==> src/fault_pkg.sv <==
// Constants, types and helpers for the dual motor fault protection block
// How it works
// - Hardware over-current stop signal turns that motor's PWM pins to high impedance.
// - Each 100 us, any U, V or W current above 0.89 A stops the motor.
// - Each 100 us, bus voltage above 28 V stops the motor.
// - Each 100 us, bus voltage below 14 V stops the motor.
// - Each 100 us, estimated speed above 3000 rpm stops the motor.
// - A protection stop halts only the faulty motor; the other keeps running.
// - Over-current limit is computed from the programmable rated RMS current.
// - Motor A and motor B carrier interrupts fire at different instants.
// - Each carrier interrupt fires every second carrier cycle, once per 100 us.
// - Stagger comes from lengthening only motor B's first carrier cycle.
// - After B's first 100 us cycle, A and B interrupts alternate 50 us apart.
// - Each motor has its own carrier interrupt output serving its own context.
// - One shared 1 ms interrupt serves startup and speed control of both motors.
// - Over-current error interrupts carry top level 15, above carrier interrupts.
// - Any protection error raises the error event and enters the error state.
// - A bus voltage fault stops PWM output of the affected motor.
package fault_pkg;

  localparam int CLK_PERIOD_NS = 50;
  localparam int CARRIER_US = 50;
  localparam int CARRIER_CYC = CARRIER_US * 1000 / CLK_PERIOD_NS;
  localparam int B_FIRST_US = 100;
  localparam int B_FIRST_CYC = B_FIRST_US * 1000 / CLK_PERIOD_NS;
  localparam int MONITOR_US = 100;
  localparam int MONITOR_CYC = MONITOR_US * 1000 / CLK_PERIOD_NS;
  localparam int MS_PERIOD_MS = 1;
  localparam int MS_CYC = MS_PERIOD_MS * 1000000 / CLK_PERIOD_NS;
  localparam int CNT_W = 12;
  localparam int MS_W = 15;

  localparam logic [15:0] OV_LIMIT_MV = 16'h6D60;
  localparam logic [15:0] UV_LIMIT_MV = 16'h36B0;
  localparam logic [15:0] SPEED_LIMIT_RPM = 16'h0BB8;
  localparam logic [15:0] RATED_RESET_MA = 16'h0276;
  localparam logic [7:0] SQRT2_MUL = 8'hB5;
  localparam int SQRT2_SHIFT = 7;

  localparam logic [7:0] ADDR_CTRL = 8'h00;
  localparam logic [7:0] ADDR_RATED = 8'h01;
  localparam logic [7:0] ADDR_STAT_A = 8'h02;
  localparam logic [7:0] ADDR_STAT_B = 8'h03;
  localparam logic [7:0] ADDR_OC_LIMIT = 8'h04;

  localparam int CTRL_CARRIER_BIT = 0;
  localparam int CTRL_RUN_A_BIT = 1;
  localparam int CTRL_RUN_B_BIT = 2;
  localparam int CTRL_CLR_A_BIT = 4;
  localparam int CTRL_CLR_B_BIT = 5;

  localparam logic [3:0] LVL_OC = 4'hF;
  localparam logic [3:0] LVL_CARRIER = 4'hC;
  localparam logic [3:0] LVL_MS = 4'hB;
  localparam logic [3:0] LVL_NONE = 4'h0;

  typedef enum logic [2:0] {
    MODE_INACTIVE = 3'b001,
    MODE_ACTIVE = 3'b010,
    MODE_ERROR = 3'b100
  } mode_e;

  typedef struct packed {
    logic over_spd;
    logic under_v;
    logic over_v;
    logic sw_oc;
    logic hw_oc;
  } err_s;

  function automatic logic [15:0] abs16(input logic signed [15:0] v);
    abs16 = v[15] ? 16'(-v) : 16'(v);
  endfunction

  function automatic logic [15:0] oc_limit_of(input logic [15:0] rated);
    logic [23:0] p;
    p = 24'(rated) * 24'(SQRT2_MUL);
    oc_limit_of = p[SQRT2_SHIFT +: 16];
  endfunction

endpackage

==> src/carrier_timer.sv <==
// Carrier cycle timer with interrupt skipping and adjustable first cycle
`timescale 1ns/1ps
module carrier_timer #(
  parameter int FIRST_CYC = 1000,
  parameter int NORMAL_CYC = 1000
) (
  input wire logic clk,
  input wire logic resetn,
  input wire logic enable,
  output logic tick
);

  typedef struct packed {
    logic run;
    logic odd;
    logic tick;
    logic [fault_pkg::CNT_W-1:0] cnt;
  } timer_s;

  timer_s s;
  timer_s next_s;

  always_comb begin
    next_s = s;
    next_s.tick = 1'b0;
    if (!enable) begin
      next_s = '0;
    end else if (!s.run) begin
      next_s.run = 1'b1;
      next_s.cnt = fault_pkg::CNT_W'(FIRST_CYC - 1);
    end else if (s.cnt == '0) begin
      next_s.cnt = fault_pkg::CNT_W'(NORMAL_CYC - 1);
      // Skip every other carrier end
      next_s.odd = !s.odd;
      next_s.tick = s.odd;
    end else begin
      next_s.cnt = s.cnt - 1'b1;
    end
  end

  always_ff @(posedge clk or negedge resetn) begin
    if (!resetn) begin
      s <= '0;
    end else begin
      s <= next_s;
    end
  end

  assign tick = s.tick;

endmodule

==> src/limit_check.sv <==
// Threshold comparison of one motor's sampled currents, voltage and speed
`timescale 1ns/1ps
module limit_check (
  input wire logic signed [15:0] iu,
  input wire logic signed [15:0] iv,
  input wire logic signed [15:0] iw,
  input wire logic [15:0] vdc,
  input wire logic signed [15:0] speed,
  input wire logic [15:0] oc_limit,
  output logic oc,
  output logic ov,
  output logic uv,
  output logic os
);

  // Either current direction counts as over-current
  assign oc = (fault_pkg::abs16(iu) > oc_limit) ||
              (fault_pkg::abs16(iv) > oc_limit) ||
              (fault_pkg::abs16(iw) > oc_limit);
  assign ov = vdc > fault_pkg::OV_LIMIT_MV;
  assign uv = vdc < fault_pkg::UV_LIMIT_MV;
  assign os = fault_pkg::abs16(speed) > fault_pkg::SPEED_LIMIT_RPM;

endmodule

==> src/dual_motor_fault_protection.sv <==
// Top level: registers, per-motor state, protection and interrupt scheduling
`timescale 1ns/1ps
module dual_motor_fault_protection #(
  parameter int MS_CYCLES = fault_pkg::MS_CYC
) (
  input wire logic clk,
  input wire logic resetn,
  input wire logic [7:0] addr,
  input wire logic [15:0] wdata,
  input wire logic wr,
  input wire logic rd,
  output logic [15:0] rdata,
  input wire logic oc_stop_a,
  input wire logic oc_stop_b,
  input wire logic signed [15:0] iu_a,
  input wire logic signed [15:0] iv_a,
  input wire logic signed [15:0] iw_a,
  input wire logic [15:0] vdc_a,
  input wire logic signed [15:0] speed_a,
  input wire logic signed [15:0] iu_b,
  input wire logic signed [15:0] iv_b,
  input wire logic signed [15:0] iw_b,
  input wire logic [15:0] vdc_b,
  input wire logic signed [15:0] speed_b,
  output logic pwm_oe_a,
  output logic pwm_oe_b,
  output logic carrier_irq_a,
  output logic carrier_irq_b,
  output logic ms_irq,
  output logic err_irq_a,
  output logic err_irq_b,
  output logic [3:0] irq_level
);

  typedef struct packed {
    logic carrier_en;
    logic run_a;
    logic run_b;
    logic [15:0] rated;
    fault_pkg::mode_e mode_a;
    fault_pkg::mode_e mode_b;
    fault_pkg::err_s flags_a;
    fault_pkg::err_s flags_b;
    logic [fault_pkg::MS_W-1:0] ms_cnt;
    logic [15:0] rdata;
    logic pwm_oe_a;
    logic pwm_oe_b;
    logic carrier_irq_a;
    logic carrier_irq_b;
    logic ms_irq;
    logic err_irq_a;
    logic err_irq_b;
    logic [3:0] irq_level;
    logic [fault_pkg::CNT_W-1:0] since_a;
    logic seen_a;
  } state_s;

  localparam state_s RESET_S = '{
    rated: fault_pkg::RATED_RESET_MA,
    mode_a: fault_pkg::MODE_INACTIVE,
    mode_b: fault_pkg::MODE_INACTIVE,
    default: '0
  };

  state_s s;
  state_s next_s;

  logic tick_a;
  logic tick_b;
  logic [15:0] oc_limit;
  logic oc_a;
  logic ov_a;
  logic uv_a;
  logic os_a;
  logic oc_b;
  logic ov_b;
  logic uv_b;
  logic os_b;
  logic wr_ctrl;
  logic act_a;
  logic act_b;
  logic inact_a;
  logic inact_b;
  logic clr_a;
  logic clr_b;
  fault_pkg::err_s new_a;
  fault_pkg::err_s new_b;

  // Mode step shared by both motors; an error outranks any user event
  function automatic fault_pkg::mode_e step_mode(
    input fault_pkg::mode_e m,
    input logic act,
    input logic inact,
    input logic clr,
    input logic err
  );
    step_mode = m;
    if (err) begin
      step_mode = fault_pkg::MODE_ERROR;
    end else begin
      unique case (m)
        fault_pkg::MODE_INACTIVE: begin
          if (act) begin
            step_mode = fault_pkg::MODE_ACTIVE;
          end
        end
        fault_pkg::MODE_ACTIVE: begin
          if (inact) begin
            step_mode = fault_pkg::MODE_INACTIVE;
          end
        end
        fault_pkg::MODE_ERROR: begin
          if (clr) begin
            step_mode = fault_pkg::MODE_INACTIVE;
          end
        end
      endcase
    end
  endfunction

  // A new error in the clearing cycle survives the clear
  function automatic fault_pkg::err_s step_flags(
    input fault_pkg::err_s f,
    input fault_pkg::err_s fresh,
    input logic clr
  );
    step_flags = clr ? fresh : (f | fresh);
  endfunction

  function automatic logic [15:0] status_word(
    input fault_pkg::mode_e m,
    input fault_pkg::err_s f
  );
    status_word = {8'h00, f, m};
  endfunction

  // Both carriers start together; only B's first cycle is stretched
  carrier_timer #(
    .FIRST_CYC(fault_pkg::CARRIER_CYC),
    .NORMAL_CYC(fault_pkg::CARRIER_CYC)
  ) u_carrier_a (
    .clk(clk),
    .resetn(resetn),
    .enable(s.carrier_en),
    .tick(tick_a)
  );

  carrier_timer #(
    .FIRST_CYC(fault_pkg::B_FIRST_CYC),
    .NORMAL_CYC(fault_pkg::CARRIER_CYC)
  ) u_carrier_b (
    .clk(clk),
    .resetn(resetn),
    .enable(s.carrier_en),
    .tick(tick_b)
  );

  limit_check u_check_a (
    .iu(iu_a),
    .iv(iv_a),
    .iw(iw_a),
    .vdc(vdc_a),
    .speed(speed_a),
    .oc_limit(oc_limit),
    .oc(oc_a),
    .ov(ov_a),
    .uv(uv_a),
    .os(os_a)
  );

  limit_check u_check_b (
    .iu(iu_b),
    .iv(iv_b),
    .iw(iw_b),
    .vdc(vdc_b),
    .speed(speed_b),
    .oc_limit(oc_limit),
    .oc(oc_b),
    .ov(ov_b),
    .uv(uv_b),
    .os(os_b)
  );

  // Limit follows the rated current register, scaled by sqrt(2)
  assign oc_limit = fault_pkg::oc_limit_of(s.rated);

  assign wr_ctrl = wr && (addr == fault_pkg::ADDR_CTRL);
  assign act_a = wr_ctrl && wdata[fault_pkg::CTRL_RUN_A_BIT];
  assign act_b = wr_ctrl && wdata[fault_pkg::CTRL_RUN_B_BIT];
  assign inact_a = wr_ctrl && !wdata[fault_pkg::CTRL_RUN_A_BIT];
  assign inact_b = wr_ctrl && !wdata[fault_pkg::CTRL_RUN_B_BIT];
  assign clr_a = wr_ctrl && wdata[fault_pkg::CTRL_CLR_A_BIT];
  assign clr_b = wr_ctrl && wdata[fault_pkg::CTRL_CLR_B_BIT];

  // Limit checks run on each motor's own 100 us carrier tick, the stop signal on every cycle, all only while driving
  always_comb begin
    new_a.hw_oc = oc_stop_a && (s.mode_a == fault_pkg::MODE_ACTIVE);
    new_a.sw_oc = tick_a && (s.mode_a == fault_pkg::MODE_ACTIVE) && oc_a;
    new_a.over_v = tick_a && (s.mode_a == fault_pkg::MODE_ACTIVE) && ov_a;
    new_a.under_v = tick_a && (s.mode_a == fault_pkg::MODE_ACTIVE) && uv_a;
    new_a.over_spd = tick_a && (s.mode_a == fault_pkg::MODE_ACTIVE) && os_a;
    new_b.hw_oc = oc_stop_b && (s.mode_b == fault_pkg::MODE_ACTIVE);
    new_b.sw_oc = tick_b && (s.mode_b == fault_pkg::MODE_ACTIVE) && oc_b;
    new_b.over_v = tick_b && (s.mode_b == fault_pkg::MODE_ACTIVE) && ov_b;
    new_b.under_v = tick_b && (s.mode_b == fault_pkg::MODE_ACTIVE) && uv_b;
    new_b.over_spd = tick_b && (s.mode_b == fault_pkg::MODE_ACTIVE) && os_b;
  end

  always_comb begin
    next_s = s;
    next_s.rdata = 16'h0000;
    next_s.ms_irq = 1'b0;
    if (wr_ctrl) begin
      next_s.carrier_en = wdata[fault_pkg::CTRL_CARRIER_BIT];
      next_s.run_a = wdata[fault_pkg::CTRL_RUN_A_BIT];
      next_s.run_b = wdata[fault_pkg::CTRL_RUN_B_BIT];
    end
    if (wr && (addr == fault_pkg::ADDR_RATED)) begin
      next_s.rated = wdata;
    end
    // Each motor advances on its own events only
    next_s.mode_a = step_mode(s.mode_a, act_a, inact_a, clr_a, |new_a);
    next_s.mode_b = step_mode(s.mode_b, act_b, inact_b, clr_b, |new_b);
    next_s.flags_a = step_flags(s.flags_a, new_a, clr_a);
    next_s.flags_b = step_flags(s.flags_b, new_b, clr_b);
    // The stop signal cuts the drive even outside the active state
    next_s.pwm_oe_a = (next_s.mode_a == fault_pkg::MODE_ACTIVE) && !oc_stop_a;
    next_s.pwm_oe_b = (next_s.mode_b == fault_pkg::MODE_ACTIVE) && !oc_stop_b;
    next_s.err_irq_a = |new_a;
    next_s.err_irq_b = |new_b;
    next_s.carrier_irq_a = tick_a;
    next_s.carrier_irq_b = tick_b;
    // Shared millisecond tick, counted in step with the carriers
    if (!s.carrier_en) begin
      next_s.ms_cnt = '0;
    end else if (s.ms_cnt == fault_pkg::MS_W'(MS_CYCLES - 1)) begin
      next_s.ms_cnt = '0;
      next_s.ms_irq = 1'b1;
    end else begin
      next_s.ms_cnt = s.ms_cnt + 1'b1;
    end
    if (new_a.hw_oc || new_a.sw_oc || new_b.hw_oc || new_b.sw_oc) begin
      next_s.irq_level = fault_pkg::LVL_OC;
    end else if (tick_a || tick_b) begin
      next_s.irq_level = fault_pkg::LVL_CARRIER;
    end else if (next_s.ms_irq) begin
      next_s.irq_level = fault_pkg::LVL_MS;
    end else begin
      next_s.irq_level = fault_pkg::LVL_NONE;
    end
    // Cycles since motor A's last carrier interrupt, saturating, for the schedule checks
    if (!s.carrier_en) begin
      next_s.since_a = '0;
      next_s.seen_a = 1'b0;
    end else if (s.carrier_irq_a) begin
      next_s.since_a = '0;
      next_s.seen_a = 1'b1;
    end else if (s.since_a != '1) begin
      next_s.since_a = s.since_a + 1'b1;
    end
    if (rd) begin
      unique case (addr)
        fault_pkg::ADDR_CTRL: begin
          next_s.rdata[fault_pkg::CTRL_CARRIER_BIT] = s.carrier_en;
          next_s.rdata[fault_pkg::CTRL_RUN_A_BIT] = s.run_a;
          next_s.rdata[fault_pkg::CTRL_RUN_B_BIT] = s.run_b;
        end
        fault_pkg::ADDR_RATED: next_s.rdata = s.rated;
        fault_pkg::ADDR_STAT_A: next_s.rdata = status_word(s.mode_a, s.flags_a);
        fault_pkg::ADDR_STAT_B: next_s.rdata = status_word(s.mode_b, s.flags_b);
        fault_pkg::ADDR_OC_LIMIT: next_s.rdata = oc_limit;
        default: next_s.rdata = 16'h0000;
      endcase
    end
  end

  always_ff @(posedge clk or negedge resetn) begin
    if (!resetn) begin
      s <= RESET_S;
    end else begin
      s <= next_s;
    end
  end

  assign rdata = s.rdata;
  assign pwm_oe_a = s.pwm_oe_a;
  assign pwm_oe_b = s.pwm_oe_b;
  assign carrier_irq_a = s.carrier_irq_a;
  assign carrier_irq_b = s.carrier_irq_b;
  assign ms_irq = s.ms_irq;
  assign err_irq_a = s.err_irq_a;
  assign err_irq_b = s.err_irq_b;
  assign irq_level = s.irq_level;

  // Helper timing for the interrupt schedule checks
  localparam int A_GAP = fault_pkg::MONITOR_CYC - 1;
  localparam int B_GAP = fault_pkg::CARRIER_CYC - 1;
  logic [fault_pkg::CNT_W-1:0] since_a;
  logic seen_a;

  assign since_a = s.since_a;
  assign seen_a = s.seen_a;
endmodule

==> config.mk <==
export PLATFORM = sky130hd
export DESIGN_NAME = dual_motor_fault_protection
export DESIGN_NICKNAME = d
export VERILOG_FILES = /design/src/fault_pkg.sv /design/src/carrier_timer.sv /design/src/limit_check.sv /design/src/dual_motor_fault_protection.sv
export SDC_FILE = /design/constraint.sdc
export NUM_CORES = 1
export LEC_CHECK = 0
export BUFFER_PORTS_ARGS = -buffer_cell sky130_fd_sc_hd__buf_4
export CORE_MARGIN = 1.5
export CORE_UTILIZATION = 63
export DETAILED_ROUTE_END_ITERATION = 12
export PLACE_DENSITY = 0.86
export SKIP_CTS_REPAIR_TIMING = 1
export SYNTH_ARGS = -nofsm -noshare
export SYNTH_HDL_FRONTEND = slang
export SYNTH_SLANG_ARGS = --single-unit
==> constraint.sdc <==
create_clock -name clk -period 11 [get_ports clk]
set_clock_uncertainty 0.2 [all_clocks]
set_input_delay 1.1 -clock clk [delete_from_list [all_inputs] [get_ports clk]]
set_output_delay 1.1 -clock clk [all_outputs]
set_load 0.02 [all_outputs]
# Word-level counts from Yosys, hierarchy flattened
# Cells that the tools add are included.
[op_classes]
magnitude_cmp = 12
eq_ne = 17
n_mux = 40
n_addsub = 11
n_reduce_logical = 43
mul = 1
bitwise_logic = 2
[ops]
columns = ["op", "count"]
rows = [
  ["16-bit 2-to-1 mux", 9],
  ["16-bit negation", 8],
  ["16-bit > comparator", 6],
  ["15-bit 2-to-1 mux", 4],
  ["13-bit one-hot mux with 4 select lines", 1],
  ["12-bit 2-to-1 mux", 4],
  ["16-bit by 12-bit > comparator with 1-bit output (second input constant)", 2],
  ["16-bit by 15-bit > comparator with 1-bit output (second input constant)", 2],
  ["16-bit by 14-bit less-than comparator with 1-bit output (second input constant)", 2],
  ["12-bit logical NOT", 2],
  ["3-bit 2-to-1 mux", 8],
  ["12-bit by 1-bit subtractor with 12-bit output (second input constant)", 2],
  ["16-bit by 8-bit multiplier with 23-bit output (second input constant)", 1],
  ["1-bit logical AND", 22],
  ["3-bit one-hot mux with 3 select lines", 2],
  ["8-bit by 2-bit equality test with 1-bit output (second input constant)", 2],
  ["15-bit by 1-bit adder with 15-bit output (second input constant)", 1],
  ["15-bit equality test (second input constant)", 1],
  ["3-bit one-hot mux with 5 select lines", 1],
  ["3-bit by 2-bit equality test with 1-bit output (second input constant)", 4],
  ["4-bit 2-to-1 mux", 3],
  ["5-bit 2-to-1 mux", 2],
  ["5-bit OR", 2],
  ["5-bit OR reduction", 2],
  ["11 further kinds", 33],
]
[totals]
input_bits = 190
output_inout_bits = 27
register_bits = 107
elab_cells = 160

# Logic depth before layout (Yosys ltp)
# Gate-level depths: netlist of run 1.
[depth]
word_depth = 10
depth_mapped = 29
ltp_nobuf = 26

# Cells and area by module
# Synthesis of run 1 repeated with hierarchy kept, for this count alone.
[hier_totals]
cells_unflattened = 1398
area_unflattened_um2 = 12220.5
[by_module_without_submodules]
columns = ["mod", "cells_each", "seq_area_each_um2", "instances", "area_per_inst_um2"]
rows = [
  ["dual_motor_fault_protection", 603, 1911.8, 1, 6037.0],
  ["limit_check (u_check_b)", 330, 0.0, 1, 2371.0],
  ["limit_check (u_check_a)", 326, 0.0, 1, 2353.5],
  ["carrier_timer (u_carrier_a)", 67, 375.4, 1, 733.2],
  ["carrier_timer (u_carrier_b)", 72, 375.4, 1, 725.7],
]

# Worst setup path before layout of run 1
# Ideal clock, no wire load.
[synth_path]
kind = "flip-flop to flip-flop"
from = "register s[77] (netlist bit)"
to = "register s, in the netlist pwm_oe_b"
period_less_slack_ns = 6.256
setup_ns = 0.096
path_buffers = 3
arrival_ns = 5.961
slack_ns = 4.744
stages_incl_launch_ff = 28
required_time_ns = 10.704
path_cell_list = "dfstp_2 -> ha_1 -> xor2_1 -> ha_1 -> fa_1 -> inv_1 -> fa_1 -> inv_1 -> ha_1 -> buf_2 -> and4_1 -> buf_6 -> nand2_1 -> a21oi_1 -> or3_1 -> clkbuf_1 -> a21oi_1 -> o21a_1 -> xnor2_1 -> inv_1 -> ha_1 -> and2_1 -> mux2i_1 -> o41ai_1 -> o2111ai_1 -> a211oi_1 -> a311o_1 -> nor4_2"
[synth_lines]
columns = ["item", "line", "rtl"]
rows = [
  ["start: declaration", "dual_motor_fault_protection.sv:65", "state_s s;"],
  ["start signal: assignment", "dual_motor_fault_protection.sv:281", "s <= next_s;"],
]

# Final worst setup path of run 1
[layout_path]
from = "register s[77] (netlist bit)"
to = "register s, in the netlist irq_level[1]"
[layout_via]
elab_chain_len = 9
elab_cells_between_ends = 17
cone_classes = "mul (1); order compare (6); mux (1); reduce/logical (9)"
[layout_lines]
columns = ["item", "line", "rtl"]
rows = [
  ["16-bit by 8-bit multiplier with 23-bit output (*)", "fault_pkg.sv:77", "p = 24'(rated) * 24'(SQRT2_MUL);"],
  ["16-bit > comparator, on equally long branches", "limit_check.sv:17, limit_check.sv:18", ""],
  ["1-bit logical OR", "limit_check.sv:17", "assign oc = (fault_pkg::abs16(iu) > oc_limit) ||"],
  ["1-bit logical OR", "limit_check.sv:18", "(fault_pkg::abs16(iv) > oc_limit) ||"],
  ["1-bit logical AND", "dual_motor_fault_protection.sv:198", "new_a.sw_oc = tick_a && (s.mode_a == fault_pkg::MODE_ACTIVE) && oc_a;"],
  ["1-bit logical OR (2 in a row)", "dual_motor_fault_protection.sv:242", "if (new_a.hw_oc || new_a.sw_oc || new_b.hw_oc || new_b.sw_oc) begin"],
  ["1-bit logical OR (*)", "dual_motor_fault_protection.sv:242", ""],
  ["4-bit 2-to-1 mux (*)", "dual_motor_fault_protection.sv:242", ""],
]
# Mark *: on every way between the ends. The rest lies on a longest branch, timed or not.
# A chain may end at the register's enable or synchronous reset.

==> flow_summary_export.csv, run 1 <==
group,metric,value,unit
placed_design,place_area,13800,um2
timing,hold_viol_final,0,
logic_synthesis,synthTopCellsByCount,"ha_1 (141), xnor2_1 (109), nand2_1 (105), inv_1 (102), nor2_1 (100)",
min_path,hold_end,"carrier_irq_b",
logic_synthesis,synth_top_area_share,20.0,%
cells_and_area,syn2layout_area_growth,16.3,%
logic_synthesis,ys.flop_type,"dfrtp_1",
pwr,power.leakage,6.67,nW
pwr,peakVddDrop,0.0000949,V
placed_design,finalWeightedCongestion,0.973,
drt,wl_met2,16400,um
cts,h-tree-depth,3,
cts,cts.clk_slew.worst_paths,0.08,ns
global_routing,antenna_found_initial,0,
min_path,worstHoldStart,"u_carrier_b.tick",
logic_synthesis,syn_area,12200,um2
logic_synthesis,seq_area_frac_synth,21.7,%
floorplanning,initial_core_util,64.6,%
floorplanning,rows,50,
timing,hold_ws,0.227,ns
timing,finalCriticalPeriod,7.21,ns
cts,cts_tree,"yes",
cells_and_area,multi_input_area,8840,um2
logic_synthesis,synth.most_common_cell,"ha_1",
worst_setup_path,timing.reg2reg.setup_slack,3.79,ns
worst_setup_path,arrival,7.30,ns
floorplanning,core,18800,um2
global_routing,grt_pass1_wl,55100,um
worst_setup_path,critPathCaptureType,"flop",
cells_and_area,drive_above_1_share,18.8,%
worst_setup_path,reg2reg_depth,24,
global_routing,gr-total-overflow,0,
logic_synthesis,synth_edf_count,0,
logic_synthesis,synth.area.top_cells,"dfrtp_1 (20%), ha_1 (15%), xnor2_1 (7.8%), fa_1 (4.8%), nand2_1 (3.2%)",
timing,rsz0062_at_grt,"false",
cells_and_area,regArea,2640,um2
drt,dr_wl_met3,2430,um
cts,clk_latency,0.36,ns
logic_synthesis,synthArstFlopShare,100,%
timing,setup_tns,0,ns
timing,slew_headroom,25.9,%
worst_setup_path,required,11.09,ns
floorplanning,io_pins,217,
drt,m1WireLength,14300,um
logic_synthesis,syn_avg_cell_area,8.61,um2
logic_synthesis,synth_cell_types,87,
timing,setup_viol,0,
timing,worstMarginPinSlew,1.10,ns
timing,timing.fmax,139,MHz
drt,drtIter0Drc,815,
drt,vias,11500,
placed_design,place_inst,1838,
cts,root_buffer,"clkbuf_16",
cts,cts_buffers,9,
run_status,outcome,"finished clean",
worst_setup_path,path_class,"flop to flop",
global_routing,grt_pass1_vias,11100,
worst_setup_path,regToRegStartpoint,"s[77]",
placed_design,hpwl,27900,um
cells_and_area,n_antenna_cell,0,
global_routing,grt_max_degree,78,
drt,drc,0,
min_path,hp-class,"flop to flop",
drt,wl_per_cell,18.6,um
flow_run,max_cap_viol_count,0,
timing,slew_violations,0,
logic_synthesis,synthCells,1413,
placed_design,io_buffers,216,
logic_synthesis,yosysWarnings,0,
worst_setup_path,cp_max_fo,8,
drt,drtPass1Iterations,5,
drt,postRouteWirelength,34500,um
floorplanning,die_height,142,um
floorplanning,dieArea,20200,um2
drt,ant_nets,0,
pwr,p_per_area,111,nW/um2
cells_and_area,fill_cells,1421,
global_routing,track_usage,34.6,%
cts,cts_max_path_buffers,2,
floorplanning,die_w,142,um
cells_and_area,nets,1949,
pwr,total_power,1.56,mW
worst_setup_path,regToRegEndpoint,"irq_level[1]",
timing,post-route-period-util,65.5,%
drt,viasPerCell,6.20,
cells_and_area,finalInstanceArea,14100,um2
logic_synthesis,synth.net_count,1773,
drt,top_layer,"met4",
min_path,hold_depth,0,
worst_setup_path,start_kind,"flop",
cells_and_area,stdcell_count,1854,
cts,cts.sinks,105,
logic_synthesis,yosys.area.top_type,"dfrtp_1",
logic_synthesis,synth_seq_cells,105,
[registers in the layout (all words and copies together) (netlist names), 3 cells and up]
| name | count |
|---|---|
| irq_level | 3 |
| rdata | 16 |
| s | 50 |
| u_carrier_a.s | 14 |
| u_carrier_b.s | 13 |
[cells in the final DEF (no fill, tap or decap), drive strengths merged, types with 12 or more instances in the layout]
cell type	n
buf	221
ha	141
xnor2	109
nand2	105
inv	105
nor2	102
dfrtp	97
o21ai	70
a21oi	69
a21o	39
xor2	39
nand3	33
nor3	31
nand2b	30
o31ai	30
fa	29
mux2	22
nand4	21
or3	21
nor4	21
or4	19
a31oi	19
nor2b	16
a22oi	16
or2	12
[cell type report]
type                       count  area share [%]
clock buffer                   9            1.59
multi-input combinational   1150            62.5
clock inverter                 7           0.575
sequential                   105            18.6
tap                          260            2.30
timing repair buffer         221            11.7
inverter                     102            2.71
[layer usage]
metal / vias up / GRT usage [%]
li1: 5471 / -
met4: 0 / 13.6
met2: 480 / 59.3
met5: - / 0
met1: 5450 / 43.5
met3: 89 / 5.85
[report_power, final]
part,switching (mW),internal [mW],total (mW)
clock,0.162,0.162,0.324
combinational,0.411,0.324,0.735
sequential,0.0590,0.446,0.505
[kinds of logic after synthesis]
kind of cell	synth area share, %
flops	21.7
fa+ha+maj	19.5
compound gates	19.2
simple gates	19.7
mux	2.92
buf+inv	5.68
xor+xnor	11.4
[per-stage QoR]
stage	utilization [%]	setup slack, ns
finish	75.1	3.79
global route	75.1	3.33
CTS	75.1	3.91
detailed placement	73.5	4.01
global placement	73.5	4.14
floorplan	-	4.74
[worst max path at each step]
stage / depth (start not counted) / end / start
3_5_place_dp: 25 / s[66] / s[76]
5_1_grt: 24 / irq_level[1] / s[77]
4_1_cts: 24 / irq_level[1] / s[77]
2_1_floorplan: 27 / pwm_oe_b / s[77]
3_3_place_gp: 24 / irq_level[1] / s[77]
6_report: 24 / irq_level[1] / s[77]
[worst max-delay path, stage by stage, from the launching register on]
cell and delay (ns):
dfstp_2 0.61, ha_1 0.31, xor2_1 0.22, ha_1 0.31, fa_1 0.55, inv_1 0.06, fa_1 0.53, inv_1 0.05
ha_1 0.41, and4_1 0.36, nand2_1 0.07, a21oi_1 0.32, or3_1 0.32, a21oi_1 0.11, o21a_1 0.18, xnor2_1 0.20
inv_1 0.20, ha_1 0.34, nor2b_1 0.16, mux2i_1 0.12, o41ai_1 0.39, o2111ai_1 0.13, a211oi_1 0.44, a311o_1 0.37
nand4b_1 0.16
Power figures use the tool's default switching activity.
==> run 2, diff against run 1 <==
--- a/config.mk
+++ b/config.mk
@@ -7,9 +7,9 @@
 export LEC_CHECK = 0
 export BUFFER_PORTS_ARGS = -buffer_cell sky130_fd_sc_hd__buf_4
 export CORE_MARGIN = 1.5
-export CORE_UTILIZATION = 63
+export CORE_UTILIZATION = 53
 export DETAILED_ROUTE_END_ITERATION = 12
-export PLACE_DENSITY = 0.86
+export PLACE_DENSITY = 0.76
 export SKIP_CTS_REPAIR_TIMING = 1
 export SYNTH_ARGS = -nofsm -noshare
 export SYNTH_HDL_FRONTEND = slang
==> constraint.sdc (replaced) <==
create_clock -name clk -period 5.8 [get_ports clk]
set_clock_uncertainty 0.2 [all_clocks]
set_input_delay 0.58 -clock clk [delete_from_list [all_inputs] [get_ports clk]]
set_output_delay 0.58 -clock clk [all_outputs]
set_load 0.02 [all_outputs]
==> flow_summary_export.csv, run 2 (synthesized netlist as in run 1, its figures left out) <==
group,metric,value,unit
cells_and_area,finalInstanceArea,16500,um2
drt,dr_wl_met3,1900,um
worst_setup_path,cpLargestDelayFamily,"adder cells",
timing,post-route-period-util,107,%
floorplanning,rows,55,
timing,slew_headroom,30.2,%
worst_setup_path,cp_num_buf_inv,5,
global_routing,track_usage,31.0,%
drt,drc,0,
worst_setup_path,start_kind,"flop",
cells_and_area,fill_cells,1703,
pwr,peakVddDrop,0.000244,V
pwr,pwr-share-clk,19.8,%
worst_setup_path,cpMostUsedCell,"ha_1",
cells_and_area,final_cell_mix,"buf_4 (402), ha_1 (106), nand2_1 (102)",
pwr,p_per_area,210,nW/um2
placed_design,place_area,15400,um2
worst_setup_path,cp_max_fo,7,
floorplanning,initial_core_util,53.9,%
timing,slew_violations,0,
global_routing,antenna_found_initial,0,
run_status,outcome,"complete, but fails checks",
drt,drtIter0Drc,959,
cts,cts_max_path_buffers,2,
cts,cts_tree,"yes",
worst_setup_path,path_class,"flop to flop",
pwr,netSwitchingFraction,39.5,%
timing,fin_ws,-0.395,ns
timing,setup_viol,13,
floorplanning,dieArea,23900,um2
floorplanning,die_height,154,um
cts,cts.sinks,105,
drt,wl_per_cell,19.1,um
drt,top_layer,"met4",
placed_design,dp_slack,-0.528,ns
timing,setup_tns,-4.15,ns
timing,finalCriticalPeriod,6.20,ns
worst_setup_path,slowest_delay,0.57,ns
drt,m1WireLength,16800,um
cells_and_area,syn2layout_area_growth,35.9,%
global_routing,grt_max_degree,64,
placed_design,io_buffers,216,
cts,cts_buffers,9,
cts,root_buffer,"clkbuf_16",
cts,clk_latency,0.37,ns
drt,ant_nets,0,
placed_design,place_inst,2032,
global_routing,gr-total-overflow,0,
global_routing,grt_pass1_vias,11900,
floorplanning,core,22600,um2
drt,postRouteWirelength,39500,um
cts,h-tree-depth,3,
pwr,p_comb_share,52.9,%
pwr,power.switching,1.37,mW
timing,timing.fmax,161,MHz
worst_setup_path,cp_slowest_cell,"dfstp_2",
floorplanning,die_w,154,um
min_path,hp-class,"primary input to asynchronous set/reset pin",
timing,rsz0062_at_grt,"true",
placed_design,finalWeightedCongestion,0.961,
run_status,violations,"negative hold slack, negative setup slack",
timing,hold_ws,-0.00990,ns
cells_and_area,n_antenna_cell,0,
worst_setup_path,required,5.80,ns
timing,worstMarginPinSlew,1.04,ns
timing,hold_viol_final,9,
drt,viasPerCell,5.93,
drt,drtPass1Iterations,5,
cells_and_area,largest_reg_flops,50,
pwr,p_int,2.10,mW
worst_setup_path,arrival,6.20,ns
flow_run,max_cap_viol_count,0,
cells_and_area,final_common_cell,"buf_4",
cells_and_area,utilization,73.2,%
floorplanning,io_pins,217,
drt,wl_met2,19400,um
cells_and_area,stdcell_count,2068,
cells_and_area,largest_register,"s",
placed_design,hpwl,30500,um
cells_and_area,nets,2138,
cells_and_area,drive_above_1_share,34.1,%
worst_setup_path,critPathCaptureType,"flop",
global_routing,grt_pass1_wl,59500,um
drt,vias,12300,
pwr,total_power,3.48,mW
pwr,power.leakage,7.69,nW
cts,cts.clk_slew.worst_paths,0.08,ns
pwr,seq_power_share,27.4,%
==> run 2: cell types whose count changed in the layout (fill, tap and decap cells not counted), sizes merged <==
cell	previous run	this run
inv	105	104
bufinv	0	1
buf	221	410
==> run 2: power by group through the flow <==
stage          Clock, mW  Combinational [mW]  Sequential, mW
2_1_floorplan          0               0.982           0.936
3_3_place_gp           0                1.57           0.952
3_5_place_dp           0                1.62           0.958
4_1_cts            0.690                1.63           0.945
5_1_grt            0.721                2.02           0.966
6_report           0.687                1.84           0.951
==> run 2: final cells by class <==
class / count / area, um2 / share of cell area (%)
Sequential cell: 105 / 2640 / 16.0
Tap cell: 285 / 357 / 2.16
Inverter: 102 / 385 / 2.33
Timing Repair Buffer: 410 / 3130 / 19.0
Clock buffer: 9 / 225 / 1.36
Multi-Input combinational cell: 1150 / 9680 / 58.6
Clock inverter: 7 / 108 / 0.651
==> run 2: worst paths after layout <==
| check | startpoint | to | slack [ns] | depth (start not counted) |
|---|---|---|---|---|
| worst min-delay path | resetn | irq_level[2] | -0.01 | 1 |
| worst max register to register | s[80] | s[67] | -0.40 | 25 |
| min in group clk | wdata[14] | s[85] | 0.24 | 2 |
| worst max-delay path | s[80] | s[67] | -0.40 | 25 |
| worst min register to register | u_carrier_b.tick | carrier_irq_b | 0.24 | 0 |
| max in group asynchronous | resetn | s[74] | 4.12 | 2 |
==> run 2: layer usage <==
layer | GRT usage [%] | vias up
met5 | 0 | -
met4 | 10.9 | 0
met3 | 4.31 | 93
met2 | 53.4 | 401
met1 | 39.9 | 5930
li1 | - | 5844
